## src/core/pfcp_regs.svh

```systemverilog
// constants for the parallel flash command port host controller
// assumes a 100 MHz system clock and a byte-wide flash behind the pins
`ifndef PFCP_REGS_SVH
`define PFCP_REGS_SVH

`define PFCP_ADDR_W       19
`define PFCP_DATA_W       8
`define PFCP_CMD_ADDR_W   12

// command table addresses and codes
`define PFCP_A_UNLOCK1    12'h555
`define PFCP_A_UNLOCK2    12'hAAA
`define PFCP_D_UNLOCK1    8'hAA
`define PFCP_D_UNLOCK2    8'h55
`define PFCP_D_ERASE_SET  8'h80
`define PFCP_D_PROG_SET   8'hA0
`define PFCP_D_CHIP_ERASE 8'h10
`define PFCP_D_SECT_ERASE 8'h30
`define PFCP_D_BOOT_LOCK  8'h40
`define PFCP_D_RESET      8'hF0
`define PFCP_STEP_FIRST   3'h0
`define PFCP_STEP_PROG    3'h3
`define PFCP_STEP_LAST    3'h5

// array layout
`define PFCP_BOOT_TOP     19'h03FFF
`define PFCP_BIT_TOGGLE   6

// timing, in printed units, with derived cycle counts
`define PFCP_CLK_NS       10
`define PFCP_T_ACC_NS     55
`define PFCP_T_WP_NS      50
`define PFCP_T_BP_NS      20000
`define PFCP_T_EC_MS      6000
`define PFCP_ACC_CYC      ((`PFCP_T_ACC_NS + `PFCP_CLK_NS - 1) / `PFCP_CLK_NS)
`define PFCP_WP_CYC       ((`PFCP_T_WP_NS + `PFCP_CLK_NS - 1) / `PFCP_CLK_NS)
`define PFCP_BP_CYC       (`PFCP_T_BP_NS / `PFCP_CLK_NS)
`define PFCP_EC_CYC       (`PFCP_T_EC_MS * (1000000 / `PFCP_CLK_NS))

`endif

```

## src/core/pfcp_pkg.sv

```systemverilog
// types for the parallel flash command port host controller
// assumes pfcp_regs.svh holds every number
package pfcp_pkg;

  typedef enum logic [2:0]
  {
    PFCP_OP_READ  = 3'h0,
    PFCP_OP_PROG  = 3'h1,
    PFCP_OP_CHIP  = 3'h2,
    PFCP_OP_SECT  = 3'h3,
    PFCP_OP_LOCK  = 3'h4,
    PFCP_OP_RESET = 3'h5
  } pfcp_op_t;

  typedef enum logic [3:0]
  {
    PFCP_BUS_IDLE   = 4'h1,
    PFCP_BUS_SETUP  = 4'h2,
    PFCP_BUS_STROBE = 4'h4,
    PFCP_BUS_HOLD   = 4'h8
  } pfcp_bus_state_t;

  typedef enum logic [7:0]
  {
    PFCP_ST_IDLE  = 8'h01,
    PFCP_ST_WR    = 8'h02,
    PFCP_ST_WRW   = 8'h04,
    PFCP_ST_POLL  = 8'h08,
    PFCP_ST_POLLW = 8'h10,
    PFCP_ST_RD    = 8'h20,
    PFCP_ST_RDW   = 8'h40,
    PFCP_ST_FIN   = 8'h80
  } pfcp_state_t;

endpackage

```

## src/core/pfcp_ctrl.sv

```systemverilog
// host controller that walks flash command sequences on the pins
// assumes a flash that follows the unlock command table; one clock
`timescale 1ns/1ps
`include "pfcp_regs.svh"

// Overview of operation
// RL1 - reads drive select and output enable low, write strobe high, then sample
// RL2 - host releases data pins whenever output enable is low
// RL3 - after reset, pins idle deselected so the device sits in standby
// RL4 - command writes pulse write strobe low with select low, output enable high
// RL5 - address stable before strobe falls, data stable until after it rises
// RL6 - command writes never stand in for array data updates
// RL7 - erase a block before reprogramming; erased bits read as one
// RL8 - chip erase is a six-write sequence of fixed address and data
// RL9 - chip erase is waited out by polling, bounded by the erase time
// RL10 - chip erase clears all blocks, boot block only if unlocked
// RL11 - no new command is issued while an erase is running
// RL12 - sector erase sixth write carries sector address with code 30
// RL13 - after sector erase sixth write, poll until the device finishes
// RL14 - each parameter and main block erased and programmed independently
// RL15 - programming only clears bits; mismatch after program is an error
// RL16 - byte program is four writes, then device times itself
// RL17 - program completion is bounded by the byte program time
// RL18 - after lock sequence, refuse program or erase of the boot block
// RL19 - wait for the end of a program cycle before any new access
// RL20 - 19-bit address and 8-bit data on the pins
// RL21 - every command opens with AA to 555 and 55 to AAA; the reset op here is a single F0 write with no unlock
// RL22 - bit 7 reads complemented while programming, true when done
// RL23 - bit 6 toggles while busy; two equal reads mean done
// RL24 - boot block spans offsets 00000 through 03FFF
// RL25 - sequences are always written whole, never broken part way
module pfcp_ctrl
#(
  parameter int unsigned ERASE_CYCLES = `PFCP_EC_CYC
)
(
  // clock and reset
  input  wire logic                       clk_sys_in,
  input  wire logic                       arst_n_in,
  // command port
  input  wire logic                       cmd_valid_in,
  input  wire pfcp_pkg::pfcp_op_t         cmd_op_in,
  input  wire logic [`PFCP_ADDR_W-1:0]    cmd_addr_in,
  input  wire logic [`PFCP_DATA_W-1:0]    cmd_data_in,
  output logic                            cmd_ready_out,
  // response
  output logic                            rsp_valid_out,
  output logic [`PFCP_DATA_W-1:0]         rsp_data_out,
  output logic                            rsp_err_out,
  output logic                            boot_locked_out,
  // flash pins
  input  wire logic [`PFCP_DATA_W-1:0]    flash_data_in,
  output logic [`PFCP_ADDR_W-1:0]         flash_addr_out,
  output logic [`PFCP_DATA_W-1:0]         flash_data_out,
  output logic                            flash_data_oe_out,
  output logic                            flash_ce_n_out,
  output logic                            flash_oe_n_out,
  output logic                            flash_we_n_out
);
  import pfcp_pkg::*;

  function automatic logic [`PFCP_ADDR_W+`PFCP_DATA_W-1:0] seq_word(
    input pfcp_op_t                op,
    input logic [2:0]              step,
    input logic [`PFCP_ADDR_W-1:0] addr,
    input logic [`PFCP_DATA_W-1:0] data);
    logic [`PFCP_ADDR_W-1:0] u1;
    logic [`PFCP_ADDR_W-1:0] u2;
    logic [`PFCP_DATA_W-1:0] last;
    u1   = `PFCP_ADDR_W'(`PFCP_A_UNLOCK1);
    u2   = `PFCP_ADDR_W'(`PFCP_A_UNLOCK2);
    last = (op == PFCP_OP_CHIP) ? `PFCP_D_CHIP_ERASE : `PFCP_D_BOOT_LOCK;
    if (op == PFCP_OP_RESET)
      return {addr, `PFCP_D_RESET};
    unique case (step)
      3'h0, 3'h3: return (step == `PFCP_STEP_PROG && op == PFCP_OP_PROG) ? {addr, data}
                         : {u1, `PFCP_D_UNLOCK1};                     // [RL21] [RL16]
      3'h1, 3'h4: return {u2, `PFCP_D_UNLOCK2};                        // [RL21]
      3'h2:       return {u1, (op == PFCP_OP_PROG) ? `PFCP_D_PROG_SET : `PFCP_D_ERASE_SET};
      3'h5:       return (op == PFCP_OP_SECT) ? {addr, `PFCP_D_SECT_ERASE}   // [RL12]
                         : {u1, last};                                 // [RL8] [RL10]
      default:    return {u1, `PFCP_D_RESET};
    endcase
  endfunction

  function automatic logic [2:0] last_step(input pfcp_op_t op);
    unique case (op)
      PFCP_OP_PROG:  return `PFCP_STEP_PROG;                           // [RL16]
      PFCP_OP_RESET: return `PFCP_STEP_FIRST;
      default:       return `PFCP_STEP_LAST;                           // [RL8] [RL12]
    endcase
  endfunction

  logic                    rst_meta_q;
  logic                    rst_n_q;
  pfcp_state_t             state_q;
  pfcp_op_t                op_q;
  logic [`PFCP_ADDR_W-1:0] addr_q;
  logic [`PFCP_DATA_W-1:0] data_q;
  logic [2:0]              step_q;
  logic                    has_prev_q;
  logic [`PFCP_DATA_W-1:0] prev_q;
  logic [29:0]             timer_q;
  logic [29:0]             limit;
  logic                    bus_start;
  logic                    bus_done;
  logic [`PFCP_DATA_W-1:0] bus_rdata;
  logic [`PFCP_ADDR_W+`PFCP_DATA_W-1:0] word;
  logic                    accept;
  logic                    refuse;
  logic                    toggled;

  // release reset through two flops; pins idle deselected meanwhile [RL3]
  always_ff @(posedge clk_sys_in or negedge arst_n_in)
  begin
    if (!arst_n_in)
    begin
      rst_meta_q <= 1'b0;
      rst_n_q    <= 1'b0;
    end
    else
    begin
      rst_meta_q <= 1'b1;
      rst_n_q    <= rst_meta_q;
    end
  end

  assign cmd_ready_out = (state_q == PFCP_ST_IDLE);   // [RL11] [RL19]
  assign rsp_valid_out = (state_q == PFCP_ST_FIN);
  assign accept        = cmd_valid_in && cmd_ready_out;
  assign refuse        = boot_locked_out && (cmd_op_in == PFCP_OP_PROG || cmd_op_in == PFCP_OP_SECT)
                         && cmd_addr_in <= `PFCP_BOOT_TOP;             // [RL18] [RL24]
  assign bus_start     = (state_q == PFCP_ST_WR) || (state_q == PFCP_ST_POLL) || (state_q == PFCP_ST_RD);
  assign word          = seq_word(op_q, step_q, addr_q, data_q);
  assign limit         = (op_q == PFCP_OP_PROG) ? 30'(`PFCP_BP_CYC) : 30'(ERASE_CYCLES); // [RL9] [RL17]
  assign toggled       = bus_rdata[`PFCP_BIT_TOGGLE] != prev_q[`PFCP_BIT_TOGGLE];        // [RL23]

  pfcp_bus_cycle u_bus
  (
    .clk_in            (clk_sys_in),
    .rst_n_in          (rst_n_q),
    .start_in          (bus_start),
    .write_in          (state_q == PFCP_ST_WR),
    .addr_in           ((state_q == PFCP_ST_WR) ? word[`PFCP_ADDR_W+`PFCP_DATA_W-1:`PFCP_DATA_W] : addr_q),
    .wdata_in          (word[`PFCP_DATA_W-1:0]),
    .done_out          (bus_done),
    .rdata_out         (bus_rdata),
    .flash_data_in     (flash_data_in),
    .flash_addr_out    (flash_addr_out),
    .flash_data_out    (flash_data_out),
    .flash_data_oe_out (flash_data_oe_out),
    .flash_ce_n_out    (flash_ce_n_out),
    .flash_oe_n_out    (flash_oe_n_out),
    .flash_we_n_out    (flash_we_n_out)
  );

  // command sequencer; a started sequence always runs to its end [RL25]
  always_ff @(posedge clk_sys_in or negedge rst_n_q)
  begin
    if (!rst_n_q)
    begin
      state_q <= PFCP_ST_IDLE;
      op_q    <= PFCP_OP_READ;
      addr_q  <= '0;
      data_q  <= '0;
      step_q  <= 3'h0;
    end
    else
    begin
      unique case (state_q)
        PFCP_ST_IDLE:
          if (accept)
          begin
            op_q   <= cmd_op_in;
            addr_q <= cmd_addr_in;
            data_q <= cmd_data_in;
            step_q <= `PFCP_STEP_FIRST;
            if (refuse)
              state_q <= PFCP_ST_FIN;
            else if (cmd_op_in == PFCP_OP_READ)
              state_q <= PFCP_ST_RD;
            else
              state_q <= PFCP_ST_WR;
          end
        PFCP_ST_WR:
          state_q <= PFCP_ST_WRW;
        PFCP_ST_WRW:
          if (bus_done)
          begin
            if (step_q != last_step(op_q))
            begin
              step_q  <= step_q + 3'h1;
              state_q <= PFCP_ST_WR;
            end
            else if (op_q == PFCP_OP_RESET)
              state_q <= PFCP_ST_FIN;
            else
              state_q <= PFCP_ST_POLL;                        // [RL13] [RL19]
          end
        PFCP_ST_POLL:
          state_q <= PFCP_ST_POLLW;
        PFCP_ST_POLLW:
          if (bus_done)
            state_q <= ((has_prev_q && !toggled) || timer_q >= limit) ? PFCP_ST_FIN : PFCP_ST_POLL;
        PFCP_ST_RD:
          state_q <= PFCP_ST_RDW;
        PFCP_ST_RDW:
          if (bus_done)
            state_q <= PFCP_ST_FIN;
        PFCP_ST_FIN:
          state_q <= PFCP_ST_IDLE;
      endcase
    end
  end

  // toggle tracking and busy timeout
  always_ff @(posedge clk_sys_in or negedge rst_n_q)
  begin
    if (!rst_n_q)
    begin
      has_prev_q <= 1'b0;
      prev_q     <= '0;
      timer_q    <= '0;
    end
    else if (state_q == PFCP_ST_WR)
    begin
      has_prev_q <= 1'b0;
      timer_q    <= '0;
    end
    else if (state_q == PFCP_ST_POLL || state_q == PFCP_ST_POLLW)
    begin
      timer_q <= timer_q + 30'h1;
      if (bus_done)
      begin
        has_prev_q <= 1'b1;
        prev_q     <= bus_rdata;
      end
    end
  end

  // response data and error
  always_ff @(posedge clk_sys_in or negedge rst_n_q)
  begin
    if (!rst_n_q)
    begin
      rsp_data_out <= '0;
      rsp_err_out  <= 1'b0;
    end
    else if (state_q == PFCP_ST_IDLE && accept)
    begin
      rsp_data_out <= '0;
      rsp_err_out  <= refuse;                                  // [RL18]
    end
    else if (state_q == PFCP_ST_RDW && bus_done)
      rsp_data_out <= bus_rdata;                               // [RL1]
    else if (state_q == PFCP_ST_POLLW && bus_done)
    begin
      rsp_data_out <= bus_rdata;                               // [RL22]
      if (has_prev_q && !toggled)
        rsp_err_out <= (op_q == PFCP_OP_PROG) && (bus_rdata != data_q);  // [RL15] [RL7]
      else if (timer_q >= limit)
        rsp_err_out <= 1'b1;                                   // [RL9] [RL17]
    end
  end

  // lock is permanent in the device, so the shadow only ever sets outside reset; reset clears it
  always_ff @(posedge clk_sys_in or negedge rst_n_q)
  begin
    if (!rst_n_q)
      boot_locked_out <= 1'b0;
    else if (state_q == PFCP_ST_POLLW && bus_done && op_q == PFCP_OP_LOCK && has_prev_q && !toggled)
      boot_locked_out <= 1'b1;                                 // [RL18]
  end
endmodule

```

## src/core/pfcp_bus_cycle.sv

```systemverilog
// one read or write cycle on the flash pins
// assumes the caller holds start only while this engine is idle
`timescale 1ns/1ps
`include "pfcp_regs.svh"

module pfcp_bus_cycle
(
  // clock and synchronised reset
  input  wire logic                      clk_in,
  input  wire logic                      rst_n_in,
  // request
  input  wire logic                      start_in,
  input  wire logic                      write_in,
  input  wire logic [`PFCP_ADDR_W-1:0]   addr_in,
  input  wire logic [`PFCP_DATA_W-1:0]   wdata_in,
  output logic                           done_out,
  output logic [`PFCP_DATA_W-1:0]        rdata_out,
  // flash pins
  input  wire logic [`PFCP_DATA_W-1:0]   flash_data_in,
  output logic [`PFCP_ADDR_W-1:0]        flash_addr_out,
  output logic [`PFCP_DATA_W-1:0]        flash_data_out,
  output logic                           flash_data_oe_out,
  output logic                           flash_ce_n_out,
  output logic                           flash_oe_n_out,
  output logic                           flash_we_n_out
);
  import pfcp_pkg::*;

  pfcp_bus_state_t state_q;
  logic [3:0]      cnt_q;
  logic            write_q;

  assign done_out = (state_q == PFCP_BUS_HOLD);

  always_ff @(posedge clk_in or negedge rst_n_in)
  begin
    if (!rst_n_in)
    begin
      state_q <= PFCP_BUS_IDLE;
      cnt_q   <= 4'h0;
      write_q <= 1'b0;
    end
    else
    begin
      unique case (state_q)
        PFCP_BUS_IDLE:
        begin
          cnt_q <= 4'h0;
          if (start_in)
          begin
            state_q <= PFCP_BUS_SETUP;
            write_q <= write_in;
          end
        end
        PFCP_BUS_SETUP:
        begin
          if (write_q)
            state_q <= PFCP_BUS_STROBE;
          else if (cnt_q == 4'(`PFCP_ACC_CYC - 1))
            state_q <= PFCP_BUS_HOLD;
          else
            cnt_q <= cnt_q + 4'h1;
        end
        PFCP_BUS_STROBE:
        begin
          if (cnt_q == 4'(`PFCP_WP_CYC - 1))
            state_q <= PFCP_BUS_HOLD;
          else
            cnt_q <= cnt_q + 4'h1;
        end
        PFCP_BUS_HOLD:
          state_q <= PFCP_BUS_IDLE;
      endcase
    end
  end

  // address set before the strobe falls, data held past its rise [RL5]
  always_ff @(posedge clk_in or negedge rst_n_in)
  begin
    if (!rst_n_in)
    begin
      flash_addr_out    <= '0;
      flash_data_out    <= '0;
      flash_data_oe_out <= 1'b0;
      flash_ce_n_out    <= 1'b1;
      flash_oe_n_out    <= 1'b1;
      flash_we_n_out    <= 1'b1;
    end
    else if (state_q == PFCP_BUS_IDLE && start_in)
    begin
      flash_addr_out    <= addr_in;
      flash_data_out    <= wdata_in;
      flash_data_oe_out <= write_in;   // [RL2]
      flash_ce_n_out    <= 1'b0;
      flash_oe_n_out    <= write_in;   // [RL1] [RL4]
    end
    else if (state_q == PFCP_BUS_SETUP && write_q)
      flash_we_n_out <= 1'b0;          // [RL4]
    else if (state_q == PFCP_BUS_STROBE && cnt_q == 4'(`PFCP_WP_CYC - 1))
      flash_we_n_out <= 1'b1;
    else if (state_q == PFCP_BUS_HOLD)
    begin
      flash_ce_n_out    <= 1'b1;
      flash_oe_n_out    <= 1'b1;
      flash_data_oe_out <= 1'b0;
    end
  end

  // sample at the end of the access time [RL1]
  always_ff @(posedge clk_in or negedge rst_n_in)
  begin
    if (!rst_n_in)
      rdata_out <= '0;
    else if (state_q == PFCP_BUS_SETUP && !write_q && cnt_q == 4'(`PFCP_ACC_CYC - 1))
      rdata_out <= flash_data_in;
  end
endmodule

```

## config.mk

```make
export PLATFORM = sky130hd
export DESIGN_NAME = pfcp_ctrl
export DESIGN_NICKNAME = d
export VERILOG_FILES = /design/src/core/pfcp_pkg.sv /design/src/core/pfcp_ctrl.sv /design/src/core/pfcp_bus_cycle.sv
export VERILOG_INCLUDE_DIRS = /design/src /design/src/core
export SDC_FILE = /design/constraint.sdc
export NUM_CORES = 1
export LEC_CHECK = 0
export ABC_AREA = 1
export BUFFER_PORTS_ARGS = -buffer_cell sky130_fd_sc_hd__buf_2
export CORE_MARGIN = 1.5
export CORE_UTILIZATION = 50
export CTS_CLUSTER_DIAMETER = 100
export DETAILED_ROUTE_END_ITERATION = 10
export PLACE_DENSITY = 0.7
export SYNTH_ARGS = -nofsm -noshare
export SYNTH_HDL_FRONTEND = slang
export SYNTH_SLANG_ARGS = --single-unit
```

## constraint.sdc

```tcl
create_clock -name clk_sys_in -period 4.9 [get_ports clk_sys_in]
set_input_delay 0.245 -clock clk_sys_in [delete_from_list [all_inputs] [get_ports clk_sys_in]]
set_output_delay 0.245 -clock clk_sys_in [all_outputs]
set_load 0.005 [all_outputs]
```

# Word level (Yosys, flattened, before mapping)
# Index checks and enable logic that the tools add are counted.
# word_totals
ff_bits	139
latch_bits	0
ramBits	0
mem_bits_ro	0
in_bits	41
out_inout_bits	43
elab_cells	180
n_memories	0
# op_classes
addsub	3
n_mul	0
div	0
magnitude_cmp	2
eq_ne	43
shifts	0
n_mux	59
n_bitwise	2
n_reduce_logical	48
# ops
op	n
two-way mux 27 bit	4
one-hot mux 27 bit (4 select lines)	1
two-way mux 30 bit	3
two-way mux 8 bit	11
one-hot mux 8 bit (8 select lines)	1
adder 30 x 1 -> 30 bit, second input constant	1
>= comparator 30 bit	1
two-way mux 4 bit	7
<= comparator 19 x 14 -> 1 bit, second input constant	1
two-way mux 1 bit	19
two-way mux 19 bit	1
logical AND 1 bit	17
inequality test 2 bit, second input constant	8
one-hot mux 4 bit (4 select lines)	1
equality test 3 x 2 -> 1 bit, second input constant	5
two-way mux 3 bit	5
equality test 3 bit, second input constant	4
equality test 4 x 3 -> 1 bit, second input constant	3
two-way mux 6 bit	2
one-hot mux 3 bit (2 select lines)	2
one-hot mux 4 bit (3 select lines)	1
AND reduction 3 bit	4
AND reduction 4 bit	3
nonzero test 2 bit	6
other kinds (27)	46

# Longest topological paths before layout
# Gate-level depths: netlist of run 1.
# logic_depth
depth_word	8
mapped_depth	14
mapped_depth_nobuf	14

# By module
# From an unflattened synthesis of run 1, not the netlist that was laid out.
# unflattened
cells_unflattened	1027
hier_area_um2	7449.6
# modules_own_cells
mod	instances	cells_per_inst	area_per_inst_um2	seq_area_each_um2
pfcp_ctrl	1	778	5336.4	2128.3
pfcp_bus_cycle	1	249	2113.3	1206.2

# Worst setup path before layout of run 1
# No wires, ideal clock.
# synth_timing
path_kind	register to register
from	register op_q[2]
to	register rsp_err_out
setup_ps	116
t_arrival_ps	1675
t_required_ps	4784
setup_slack_ps	3108
stages_incl_launch_ff	14
n_path_buf	1
synth_period_minus_slack_ps	1792
cell_sequence	dfrtp_1 inv_2 nand3_2 buf_4 ha_1 nand3_1 nor3_1 nand2_1 nand2_1 nand3_1 nand3_1 nand2_1 nand2_1 nand2_1
# synth_via
elab_chain_len	6
word_cells_on_any_way	10
classes_between	order compare (1); eq/ne (1); mux (5); reduce/logical (3)
# synth_rtl
item	line	rtl
start: declaration	pfcp_ctrl.sv:97	pfcp_op_t op_q;
start signal: assignment	pfcp_ctrl.sv:174	op_q <= cmd_op_in;
equality test 3 x 1 -> 1 bit *	pfcp_ctrl.sv:135, pfcp_ctrl.sv:260	
parallel branches: the longest is 5 deep, another holds >= comparator 30 bit	n/a	
end signal: assignment	pfcp_ctrl.sv:252	rsp_err_out <= refuse;
end signal: assignment	pfcp_ctrl.sv:260	rsp_err_out <= (op_q == PFCP_OP_PROG) && (bus_rdata != data_q);
end: declaration	pfcp_ctrl.sv:49	output logic rsp_err_out,
# Every way passes the cells marked *. The select of a mux whose other input is x is not followed.
# A chain may end at the register's enable or synchronous reset.

# Final worst setup path of run 1
# layout_timing
from	register state_q[7]
to	register u_bus.write_q
# layout_via
elab_chain_len	4
word_cells_on_any_way	6
classes_between	eq/ne (3); reduce/logical (3)
# layout_rtl
item	line	rtl
start: declaration	pfcp_ctrl.sv:96	pfcp_state_t state_q;
start signal: assignment	pfcp_ctrl.sv:204	state_q <= ((has_prev_q && !toggled) || timer_q >= limit) ? PFCP_ST_FIN : PFCP_ST_POLL;
equality test 8 x 2 -> 1 bit or equality test 8 x 4 -> 1 bit (tied branches)	pfcp_ctrl.sv:133, pfcp_ctrl.sv:143	
logical OR 1 bit (2 in series)	pfcp_ctrl.sv:133	assign bus_start = (state_q == PFCP_ST_WR) || (state_q == PFCP_ST_POLL) || (state_q == PFCP_ST_RD);
AND reduction 2 bit (no line)	n/a	
end signal: assignment	pfcp_bus_cycle.sv:52	write_q <= write_in;
end: declaration	pfcp_bus_cycle.sv:31	logic write_q;
# Several ways; a longest one is shown, not always the timed one.

==> results.md, run 1 <==
* Post-synthesis sequential area ratio at 44.5%
* Post-Layout Cell Count at 1242
* Count of cell types in the netlist at 52
* Placer Congestion at 0.902
* Final count of hold timing violations at 0
* Antenna cells at 0
* Worst-path maximum fanout at 31
* Die ar. at 15700 µm²
* Setup Viol. Count Final at 0
* Port buffer count at 83
* WP data required at 5.23 ns
* Startpoint Class: flip-flop
* Crit path DAT at 3.52 ns
* Post-CTS Setup Inserts at 0
* Total GRT Usage at 25.1%
* Clk pwr share at 28.6%
* RSZ-0062 raised after global routing: false
* Peak supply drop at 0.000317 V
* DR iter-0 viols at 569
* # nets final at 1099
* Pwr Density at 532 nW/µm²
* Largest net degree at the start of global routing at 64
* Num rows at 44
* Clock buffer count from CTS at 17
* Critical path class: reg -> reg
* #FFs+latches synth at 133
* CTS Root Cell: clkbuf_16
* Pwr Total at 4.59 mW
* Die span in x at 125 µm
* Post-DRT Antenna Nets at 0
* Synth Instances at 963
* Drt drc at 0
* Asr flop ratio synth at 100%
* Relative slew slack at 25.5%
* Most instantiated library cell after synthesis: nand2_1
* Final wirelength at 18.9 mm
* Area contributors post-synth: dfrtp_1 (43%), nand2_1 (13%), inv_1 (4.9%)
* Total leakage power at 4.29 nW
* Total congestion overflow at 0
* Comb pwr share at 33.4%
* Number of synthesized flops with an enable pin at 0
* Mapped Area at 7500 µm²
* Worst hold path class: in -> reg
* P_int at 2.73 mW
* Fin util at 59.1%
* Power share of the sequential group at 38.0%
* Fmax at 314 MHz
* Post-CTS sizing at 0
* Clock Sinks at 133
* Vias in the first global route at 6361
* Area Overhead vs Synth at 15.0%
* Initial antenna violation count at 0
* Htree depth at 4
* Switching share of total power at 40.5%
* Initial core utilization at 51.4%
* Synthesized area per cell at 7.78 µm²
* Die Y at 125 µm
* Skew-Pair Late Insertion Delay at 0.42 ns
* Final period util at 65.1%
* CTS Buffer Depth at 2
* Core area at 14600 µm²
* Slew @ Worst Pin at 1.12 ns
* Drt wl/cell at 15.2 µm
* Ys Warns at 0
* Post-synth top area cell: dfrtp_1
* HPWL Detailed at 13.3 mm
* Synth cell count leaders: nand2_1 (268), dfrtp_1 (128), inv_1 (98)
* Worst Skew at 0.00949 ns
* CTS hold repair buffers at 1
* First-pass GRT wire length at 31.7 mm
* Dominant register cell in the synthesized netlist: dfrtp_1
* I/O pins at 84
* Share of the synthesized area in the top cell type at 42.7%
* Via count at 6722
* Max_cap viols at 0
* Tmin final at 3.19 ns
* Crit. End Element: flip-flop
* Status: finished, final reports clean
* Clock-pin slew on the worst setup and hold paths at 0.07 ns
* Inst Count DP at 1209
* Drt via density at 5.41
* TritonRoute pass-1 iters at 5
* Layout cells sized above 1 at 18.0%
* Net Switching at 1.86 mW
* TNS Setup at 0 ns
* TritonCTS clock tree: done
* Syn_nets at 1017
* Fin. max-slew vios at 0
path summary, 6_finish.rpt:
kind / start / end / slack, ns / depth (start not counted)
min in group asynchronous: arst_n_in / rst_n_q / 0.13 / 2
worst min register to register: rst_meta_q / rst_n_q / 0.36 / 0
worst max register to register: state_q[7] / u_bus.write_q / 1.71 / 9
worst min-delay path: cmd_addr_in[7] / addr_q[7] / 0.02 / 3
max in group asynchronous: rst_n_q / u_bus.state_q[0] / 3.43 / 1
worst max-delay path: state_q[7] / u_bus.write_q / 1.71 / 9
layout make-up:
type                    count  area [µm²]
well taps                 184         230
clock buffers              17         425
clock inverters            15         180
inverters                 115         438
repair buffers             87         448
multi-input cells         691        3560
flip-flops and latches    133        3340
fillers                  1305        5970
per-stage QoR:
stage,setup slack [ns],area [µm²],hold WS [ns]
after floorplan,0.929,7500,-0.0506
after global placement,1.81,8000,0.0306
after detailed placement,1.65,8000,0.0309
after CTS,1.63,8620,0.00735
after global routing,1.33,8620,0.0162
final,1.71,8620,0.0192
layer usage:
layer | vias to the layer above | wire length, µm | GRT usage, %
li1 | 3337 | - | -
met1 | 3196 | 9230 | 36.2
met2 | 161 | 8470 | 38.4
met3 | 28 | 878 | 5.01
met4 | 0 | 356 | 7.75
met5 | - | 0 | 0
critical path, cell delays in order (launching register included):
cell,delay (ns)
dfrtp_1,0.40
nor2_1,0.19
nand2_1,0.10
clkinv_2,0.11
nand3_4,0.32
nand3_2,0.20
nand2_1,0.65
inv_2,0.80
nand2_1,0.19
o21ai_0,0.13
power by group through the flow:
| stage | logic (mW) | clock network, mW | registers (mW) |
|---|---|---|---|
| 2_1_floorplan | 1.07 | 0 | 1.71 |
| 5_1_grt | 1.74 | 1.38 | 1.78 |
| 3_3_place_gp | 1.49 | 0 | 1.75 |
| 3_5_place_dp | 1.53 | 0 | 1.75 |
| 4_1_cts | 1.54 | 1.33 | 1.74 |
| 6_report | 1.53 | 1.31 | 1.74 |
placed cells by master (no fill, tap or decap), types with 3 or more instances in the layout:
master     netlist  final
nor2_1          84     84
a21oi_1         35     35
or2_2            3      3
o21ai_0         47     47
inv_8            0      6
o21ai_1         19     19
nor4_1           7      7
nand3_1         72     72
inv_2           12     12
o31ai_1          3      3
nand3_2          3      3
nor2_2           5      5
o211ai_1         8      8
a41oi_1          4      4
clkbuf_16        0     17
dfrtp_1        128    127
nor3_4           3      3
nand4_1         27     27
buf_4            7      3
nand4_4          3      3
inv_1           98     98
nand2_2          7      7
nor3_2           4      4
a31oi_1          5      5
buf_2            7     83
nand3b_1         3      3
o21ai_2          7      7
nor2_4           6      6
xor2_1           7      7
nand2_1        268    268
xnor2_1          6      6
nor3_1          24     24
ha_1            13     13
dfstp_2          5      5
inv_6            0      3
flip-flops by register name (all words and copies together), names as in the netlist, 3 cells and up:
| signal | flops |
|---|---|
| rsp_data_out | 8 |
| u_bus.rdata_out | 8 |
| step_q | 3 |
| u_bus.cnt_q | 4 |
| op_q | 3 |
| addr_q | 19 |
| data_q | 8 |
| u_bus.state_q | 4 |
| u_bus.flash_data_out | 8 |
| u_bus.flash_addr_out | 19 |
| timer_q | 30 |
| state_q | 8 |
cell families (layout without fill, tap and decap cells):
logic type               Yosys count  in the layout  synth area share (%)
flip-flops                       133            133                  44.5
AND/OR/NAND/NOR                  531            531                  33.5
other                              1              1                0.0500
multiplexers                       1              1                 0.200
AO/OA/AOI/OAI                    132            132                  10.0
adder cells (fa/ha/maj)           13             13                  2.17
XOR/XNOR                          13             13                  1.52
buffers and inverters            139            234                  8.05
No activity file was read; power rests on OpenSTA's default activity.
==> run 2, diff against run 1 <==
==> constraint.sdc (replaced) <==
create_clock -name clk_sys_in -period 3.2 [get_ports clk_sys_in]
set_input_delay 0.16 -clock clk_sys_in [delete_from_list [all_inputs] [get_ports clk_sys_in]]
set_output_delay 0.16 -clock clk_sys_in [all_outputs]
set_load 0.005 [all_outputs]
==> run 2 against run 1 <==
Compared with the run above: routed wire length hardly changed; hold slack better by 0.0086 ns; worst setup slack worse by 0.61 ns; sequential power is 52% higher; clock power is 46% higher; combinational power is 58% higher; clock skew is 0.0036 ns higher; die area stayed put; critical path type unchanged; critical endpoint is now state_q[3]; highest routed layer unchanged.
==> results.md, run 2 (same netlist as run 1, synthesis figures left out) <==
* Net Switching at 2.83 mW (was 1.86 mW)
* Pwr Total at 6.96 mW (was 4.59 mW)
* Max FFs per register at 30 (unchanged)
* Tmin final at 2.10 ns (was 3.19 ns)
* Num rows at 44 (unchanged)
* Die span in x at 125 µm (unchanged)
* Relative slew slack at 51.0% (was 25.5%)
* Critical path class: reg -> reg (unchanged)
* Pwr Density at 779 nW/µm² (was 532 nW/µm²)
* Drt drc at 0 (unchanged)
* DR iter-0 viols at 570 (was 569)
* TritonCTS clock tree: done (unchanged)
* TNS Setup at 0 ns (unchanged)
* Worst Skew at 0.0131 ns (was 0.00949 ns)
* Largest net degree at the start of global routing at 132 (was 64)
* Placer Congestion at 0.908 (was 0.902)
* Total GRT Usage at 25.3% (was 25.1%)
* Slew @ Worst Pin at 0.728 ns (was 1.12 ns)
* Status: finished, final reports clean (unchanged)
* Clk pwr share at 27.4% (was 28.6%)
* Max_cap viols at 0 (unchanged)
* Via count at 6777 (was 6722)
* CTS Buffer Depth at 2 (unchanged)
* Total congestion overflow at 0 (unchanged)
* Drt via density at 5.31 (was 5.41)
* Die Y at 125 µm (unchanged)
* Layout cells sized above 1 at 17.5% (was 18.0%)
* Skew-Pair Late Insertion Delay at 0.43 ns (was 0.42 ns)
* Worst hold path class: in -> reg (unchanged)
* Biggest regs: timer_q x30, addr_q x19, u_bus.flash_addr_out x19 (unchanged)
* Crit. End Element: flip-flop (unchanged)
* Final count of hold timing violations at 0 (unchanged)
* Post-CTS sizing at 0 (unchanged)
* Largest Register: timer_q (unchanged)
* DP Area at 8020 µm² (was 8000 µm²)
* Clock Sinks at 133 (unchanged)
* Initial antenna violation count at 0 (unchanged)
* TritonRoute pass-1 iters at 5 (unchanged)
* P_int at 4.14 mW (was 2.73 mW)
* First-pass GRT wire length at 32.2 mm (was 31.7 mm)
* Fmax at 477 MHz (was 314 MHz)
* Comb pwr share at 34.6% (was 33.4%)
* HPWL Detailed at 13.1 mm (was 13.3 mm)
* # nets final at 1133 (was 1099)
* Inst Count DP at 1210 (was 1209)
* Final wirelength at 18.9 mm (about the same)
* I/O pins at 84 (unchanged)
* Initial core utilization at 51.4% (unchanged)
* Worst-path maximum fanout at 13 (was 31)
* Port buffer count at 83 (unchanged)
* Final period util at 65.5% (was 65.1%)
* Crit path DAT at 2.42 ns (was 3.52 ns)
* WP data required at 3.53 ns (was 5.23 ns)
* Post-DRT Antenna Nets at 0 (unchanged)
* Clock-pin slew on the worst setup and hold paths at 0.07 ns (about the same)
* Fin. max-slew vios at 0 (unchanged)
* Setup Viol. Count Final at 0 (unchanged)
* Clock buffer count from CTS at 17 (unchanged)
* CTS Root Cell: clkbuf_16 (unchanged)
* Die ar. at 15700 µm² (unchanged)
* Total leakage power at 4.43 nW (was 4.29 nW)
* Area Overhead vs Synth at 19.3% (was 15.0%)
* Antenna cells at 0 (unchanged)
* RSZ-0062 raised after global routing: false (unchanged)
* Peak supply drop at 0.000681 V (was 0.000317 V)
* Htree depth at 4 (unchanged)
* Drt wl/cell at 14.9 µm (was 15.2 µm)
* Post-CTS Setup Inserts at 0 (unchanged)
* Core area at 14600 µm² (unchanged)
* Commonest non-fill, non-tap cells in the layout: nand2_1 (268), dfrtp_1 (127), inv_1 (98), nor2_1 (84), buf_2 (83) (unchanged)
* Post-Layout Cell Count at 1276 (was 1242)
* Power share of the sequential group at 38.1% (was 38.0%)
* Post-route cell area at 8940 µm² (was 8620 µm²)
* Startpoint Class: flip-flop (unchanged)
* Vias in the first global route at 6449 (was 6361)
* Switching share of total power at 40.6% (was 40.5%)
* Commonest non-fill, non-tap cell in the layout: nand2_1 (unchanged)
* CTS hold repair buffers at 34 (was 1)
run 2: changes by cell type in the layout (fill, tap and decap cells not counted):
cell           previous run  this run
buf_12                    0         1
bufinv_16                 1         0
clkinv_4                  1         3
clkinv_8                  2         1
clkinvlp_4                2         1
dlygate4sd3_1             1        34
inv_6                     3         4
run 2: final timing paths:
kind | from | end | slack [ns] | depth (start not counted)
min reg2reg | rst_meta_q | rst_n_q | 0.36 | 0
max reg2reg | op_q[2] | state_q[3] | 1.10 | 10
min | cmd_addr_in[15] | addr_q[15] | 0.03 | 3
max | op_q[2] | state_q[3] | 1.10 | 10
max in group asynchronous | rst_n_q | rsp_err_out | 2.25 | 1
min in group asynchronous | arst_n_in | rst_n_q | 0.04 | 2
run 2: area by class of cell:
cell class	count	area, µm²
fillers	1297	5650
multi-input cells	691	3560
flip-flops and latches	133	3340
repair buffers	121	798
inverters	115	438
clock buffers	17	425
well taps	184	230
clock inverters	15	153
run 2: worst max-delay path, stage by stage, from the launching register on:
cell	delay [ns]
dfrtp_1	0.44
inv_2	0.11
nand3_2	0.24
ha_1	0.38
a21oi_1	0.16
nor2_1	0.06
nor2_1	0.11
nand2_1	0.08
nand3_1	0.10
nand4_1	0.11
a21oi_1	0.21
run 2: stage by stage:
stage / hold WS, ns / utilization (%) / worst slack, ns
floorplan: -0.136 / - / 0.992
global route: 0.0337 / 61.3 / 0.860
CTS: 0.0142 / 61.3 / 1.10
global placement: -0.0530 / 55.0 / 1.20
detailed placement: -0.0510 / 55.0 / 1.09
finish: 0.0279 / 61.3 / 1.10
run 2: power by group through the flow:
| stage | registers [mW] | logic (mW) | clock network [mW] |
|---|---|---|---|
| 2_1_floorplan | 2.62 | 1.64 | 0 |
| 3_3_place_gp | 2.66 | 2.30 | 0 |
| 3_5_place_dp | 2.67 | 2.36 | 0 |
| 4_1_cts | 2.64 | 2.40 | 1.94 |
| 5_1_grt | 2.72 | 2.74 | 2.03 |
| 6_report | 2.65 | 2.41 | 1.91 |
run 2: routing by layer:
layer / GRT usage [%] / share of wire, % / vias up
met4: 7.35 / 1.6 / 0
li1: - / - / 3399
met3: 5.52 / 4.8 / 26
met5: 0 / 0 / -
met1: 36.6 / 49 / 3178
met2: 38.1 / 45 / 174
==> run 3, diff against run 2 <==
--- a/config.mk
+++ b/config.mk
@@ -12,7 +12,7 @@
 export CORE_UTILIZATION = 50
 export CTS_CLUSTER_DIAMETER = 100
 export DETAILED_ROUTE_END_ITERATION = 10
-export PLACE_DENSITY = 0.7
+export PLACE_DENSITY = 0.73
 export SYNTH_ARGS = -nofsm -noshare
 export SYNTH_HDL_FRONTEND = slang
 export SYNTH_SLANG_ARGS = --single-unit
==> constraint.sdc (replaced) <==
create_clock -name clk_sys_in -period 1.8 [get_ports clk_sys_in]
set_input_delay 0.09 -clock clk_sys_in [delete_from_list [all_inputs] [get_ports clk_sys_in]]
set_output_delay 0.09 -clock clk_sys_in [all_outputs]
set_load 0.005 [all_outputs]
==> run 3 against run 2 <==
Compared with the run above: the run now ends with negative setup slack left; sequential cell count unchanged; first-iteration DRC count increased by 22%; hold slack improved by 0.26 ns; global-route usage increased by 1.9 points; fmax increased by 16%; combinational power increased by 120%; register-to-register slack got worse by 1.1 ns; worst setup slack got worse by 1.1 ns; largest cell class unchanged; largest power group is now combinational logic.
==> results.md, run 3 (same netlist as run 1, synthesis figures left out) <==
* Initial core utilization at 51.4% (unchanged)
* Commonest non-fill, non-tap cell in the layout: nand2_1 (unchanged)
* Skew-Pair Late Insertion Delay at 0.44 ns (was 0.43 ns)
* Core area at 14600 µm² (unchanged)
* DR iter-0 viols at 696 (was 570)
* Tmin final at 1.81 ns (was 2.10 ns)
* First-pass GRT wire length at 34.5 mm (was 32.2 mm)
* Status: finished, violations left (was finished, final reports clean)
* Clock-pin slew on the worst setup and hold paths at 0.07 ns (about the same)
* Failing checks: negative setup slack
* CTS Buffer Depth at 2 (unchanged)
* Top cell by count, worst path: nand2_1
* # nets final at 1212 (was 1133)
* Max_cap viols at 0 (unchanged)
* Worst path slowest cell: dfrtp_1 (unchanged)
* Antenna cells at 0 (unchanged)
* Post-DRT Antenna Nets at 0 (unchanged)
* Setup Viol. Count Final at 1 (was 0)
* Seq. cell area at 3340 µm² (about the same)
* Fmax at 552 MHz (was 477 MHz)
* Final count of hold timing violations at 0 (unchanged)
* Commonest non-fill, non-tap cells in the layout: nand2_1 (254), dfrtp_1 (123), inv_1 (92), buf_2 (83), nor2_1 (75) (was nand2_1 (268), dfrtp_1 (127), inv_1 (98), nor2_1 (84), buf_2 (83))
* Num rows at 44 (unchanged)
* Drt drc at 0 (unchanged)
* Startpoint Class: flip-flop (unchanged)
* Final wirelength at 21.8 mm (was 18.9 mm)
* Fillcell total at 1121 (was 1297)
* Footprint of the multi-input gates at 3820 µm² (was 3560 µm²)
* RSZ-0062 raised after global routing: true (was false)
* Placer Congestion at 0.899 (was 0.908)
* Post-Layout Cell Count at 1355 (was 1276)
* Biggest regs: timer_q x30, addr_q x19, u_bus.flash_addr_out x19 (unchanged)
* Drt via density at 5.48 (was 5.31)
* Total congestion overflow at 0 (unchanged)
* Worst Skew at 0.00974 ns (was 0.0131 ns)
* TritonRoute pass-1 iters at 5 (unchanged)
* Vias in the first global route at 7054 (was 6449)
* Max FFs per register at 30 (unchanged)
* Peak supply drop at 0.00102 V (was 0.000681 V)
* DP Area at 8440 µm² (was 8020 µm²)
* Final period util at 101% (was 65.5%)
* Pwr Total at 13.7 mW (was 6.96 mW)
* Fin worst setup slack at -0.0120 ns (was 1.10 ns)
* Largest net degree at the start of global routing at 37 (was 132)
* Htree depth at 4 (unchanged)
* HPWL Detailed at 14.0 mm (was 13.1 mm)
* Largest Register: timer_q (unchanged)
* Worst-path maximum fanout at 7 (was 13)
* Area Overhead vs Synth at 33.0% (was 19.3%)
* TNS Setup at -0.0120 ns (was 0 ns)
* Fin util at 68.3% (was 61.3%)
* Worst hold path class: reg -> async (was in -> reg)
* WP data required at 2.17 ns (was 3.53 ns)
* Critical path cell sequence: inv_2, nand3_4, ha_4, nand3_4, nor2_2, nand2_1, nor2_1, nand2_1, nand2_1, nand2_1, nand3_1, nand2_1, a21oi_1 (was inv_2, nand3_2, ha_1, a21oi_1, nor2_1, nor2_1, nand2_1, nand3_1, nand4_1, a21oi_1)
* I/O pins at 84 (unchanged)
* TritonCTS clock tree: done (unchanged)
* Fin. max-slew vios at 0 (unchanged)
* Pwr Density at 1370 nW/µm² (was 779 nW/µm²)
* Drt wl/cell at 16.1 µm (was 14.9 µm)
* Total GRT Usage at 27.2% (was 25.3%)
* Port buffer count at 83 (unchanged)
* Clock Sinks at 133 (unchanged)
* Max stage delay on crit path at 0.40 ns (was 0.44 ns)
* Initial antenna violation count at 0 (unchanged)
* Die Y at 125 µm (unchanged)
* Critical path class: reg -> reg (unchanged)
* Inst Count DP at 1257 (was 1210)
* CTS Root Cell: clkbuf_16 (unchanged)
* Die ar. at 15700 µm² (unchanged)
* Total leakage power at 4.92 nW (was 4.43 nW)
* Crit path DAT at 2.18 ns (was 2.42 ns)
* Via count at 7427 (was 6777)
* Post-route cell area at 9970 µm² (was 8940 µm²)
* Die span in x at 125 µm (unchanged)
* Clock buffer count from CTS at 17 (unchanged)
* Layout cells sized above 1 at 26.8% (was 17.5%)
* Crit. End Element: flip-flop (unchanged)
[run 3: cell types whose count changed in the layout (fill, tap and decap cells not counted), moves of 5 or more]
cell and delta:
nand3_1 -5, buf_4 +61, nand2_1 -14, nor2_2 +5, inv_1 -6, dlygate4sd3_1 +7, nor2_1 -9, buf_12 +6
nand2_2 +10, nand2_4 +5
[run 3: what timing repair did]
| item | in CTS | in global routing |
|---|---|---|
| gates resized for setup | 6 | 76 |
| setup endpoints to repair | 11 | 105 |
| buffers inserted | 2 | 20 |
| gates cloned | 0 | 3 |
| hold endpoints to repair | 42 | 0 |
| hold buffers | 41 | 0 |
| pin swaps | 2 | 20 |
[run 3: power by group]
group	internal, mW	switching, mW	total (mW)
clock network	1.99	1.61	3.60
registers	3.99	0.810	4.80
logic	2.13	3.16	5.29
total	8.12	5.58	13.7
[run 3: worst max-delay path, delay by kind of cell (launching register included)]
family / cells / cell delay, ns
simple gates: 10 / 0.81
flops: 1 / 0.40
fa+ha+maj: 1 / 0.32
compound gates: 1 / 0.11
buf+inv: 1 / 0.09
[run 3: final timing paths]
path | cells past startpoint | from | end | slack (ns)
max | 13 | op_q[1] | state_q[7] | -0.01
min | 0 | rst_n_q | u_bus.cnt_q[0] | 0.29
max reg2reg | 13 | op_q[1] | state_q[7] | -0.01
min reg2reg | 0 | rst_n_q | u_bus.cnt_q[0] | 0.29
max in group asynchronous | 1 | rst_n_q | u_bus.state_q[0] | 0.91
min in group clk_sys_in | 0 | rst_meta_q | rst_n_q | 0.35
[run 3: cell type report]
type	count	area share, %
sequential	133	33.5
timing repair buffer	199	15.2
tap	184	2.31
multi-input combinational	692	38.3
clock buffer	17	4.27
inverter	115	4.53
clock inverter	15	1.81
[run 3: stage by stage]
step	hold slack, ns	setup WS [ns]
after floorplan	-0.206	0.00849
after global placement	-0.122	-0.0575
after detailed placement	-0.121	-0.0955
after CTS	0.308	0.00170
after global routing	0.337	-0.147
final	0.286	-0.0120
[run 3: routing by layer]
layer	vias up	track usage (%)	part of all wire [%]
li1	3558	-	-
met1	3507	37.4	43
met2	304	42.8	47
met3	58	5.39	6.7
met4	0	10.2	2.9
met5	-	0	0
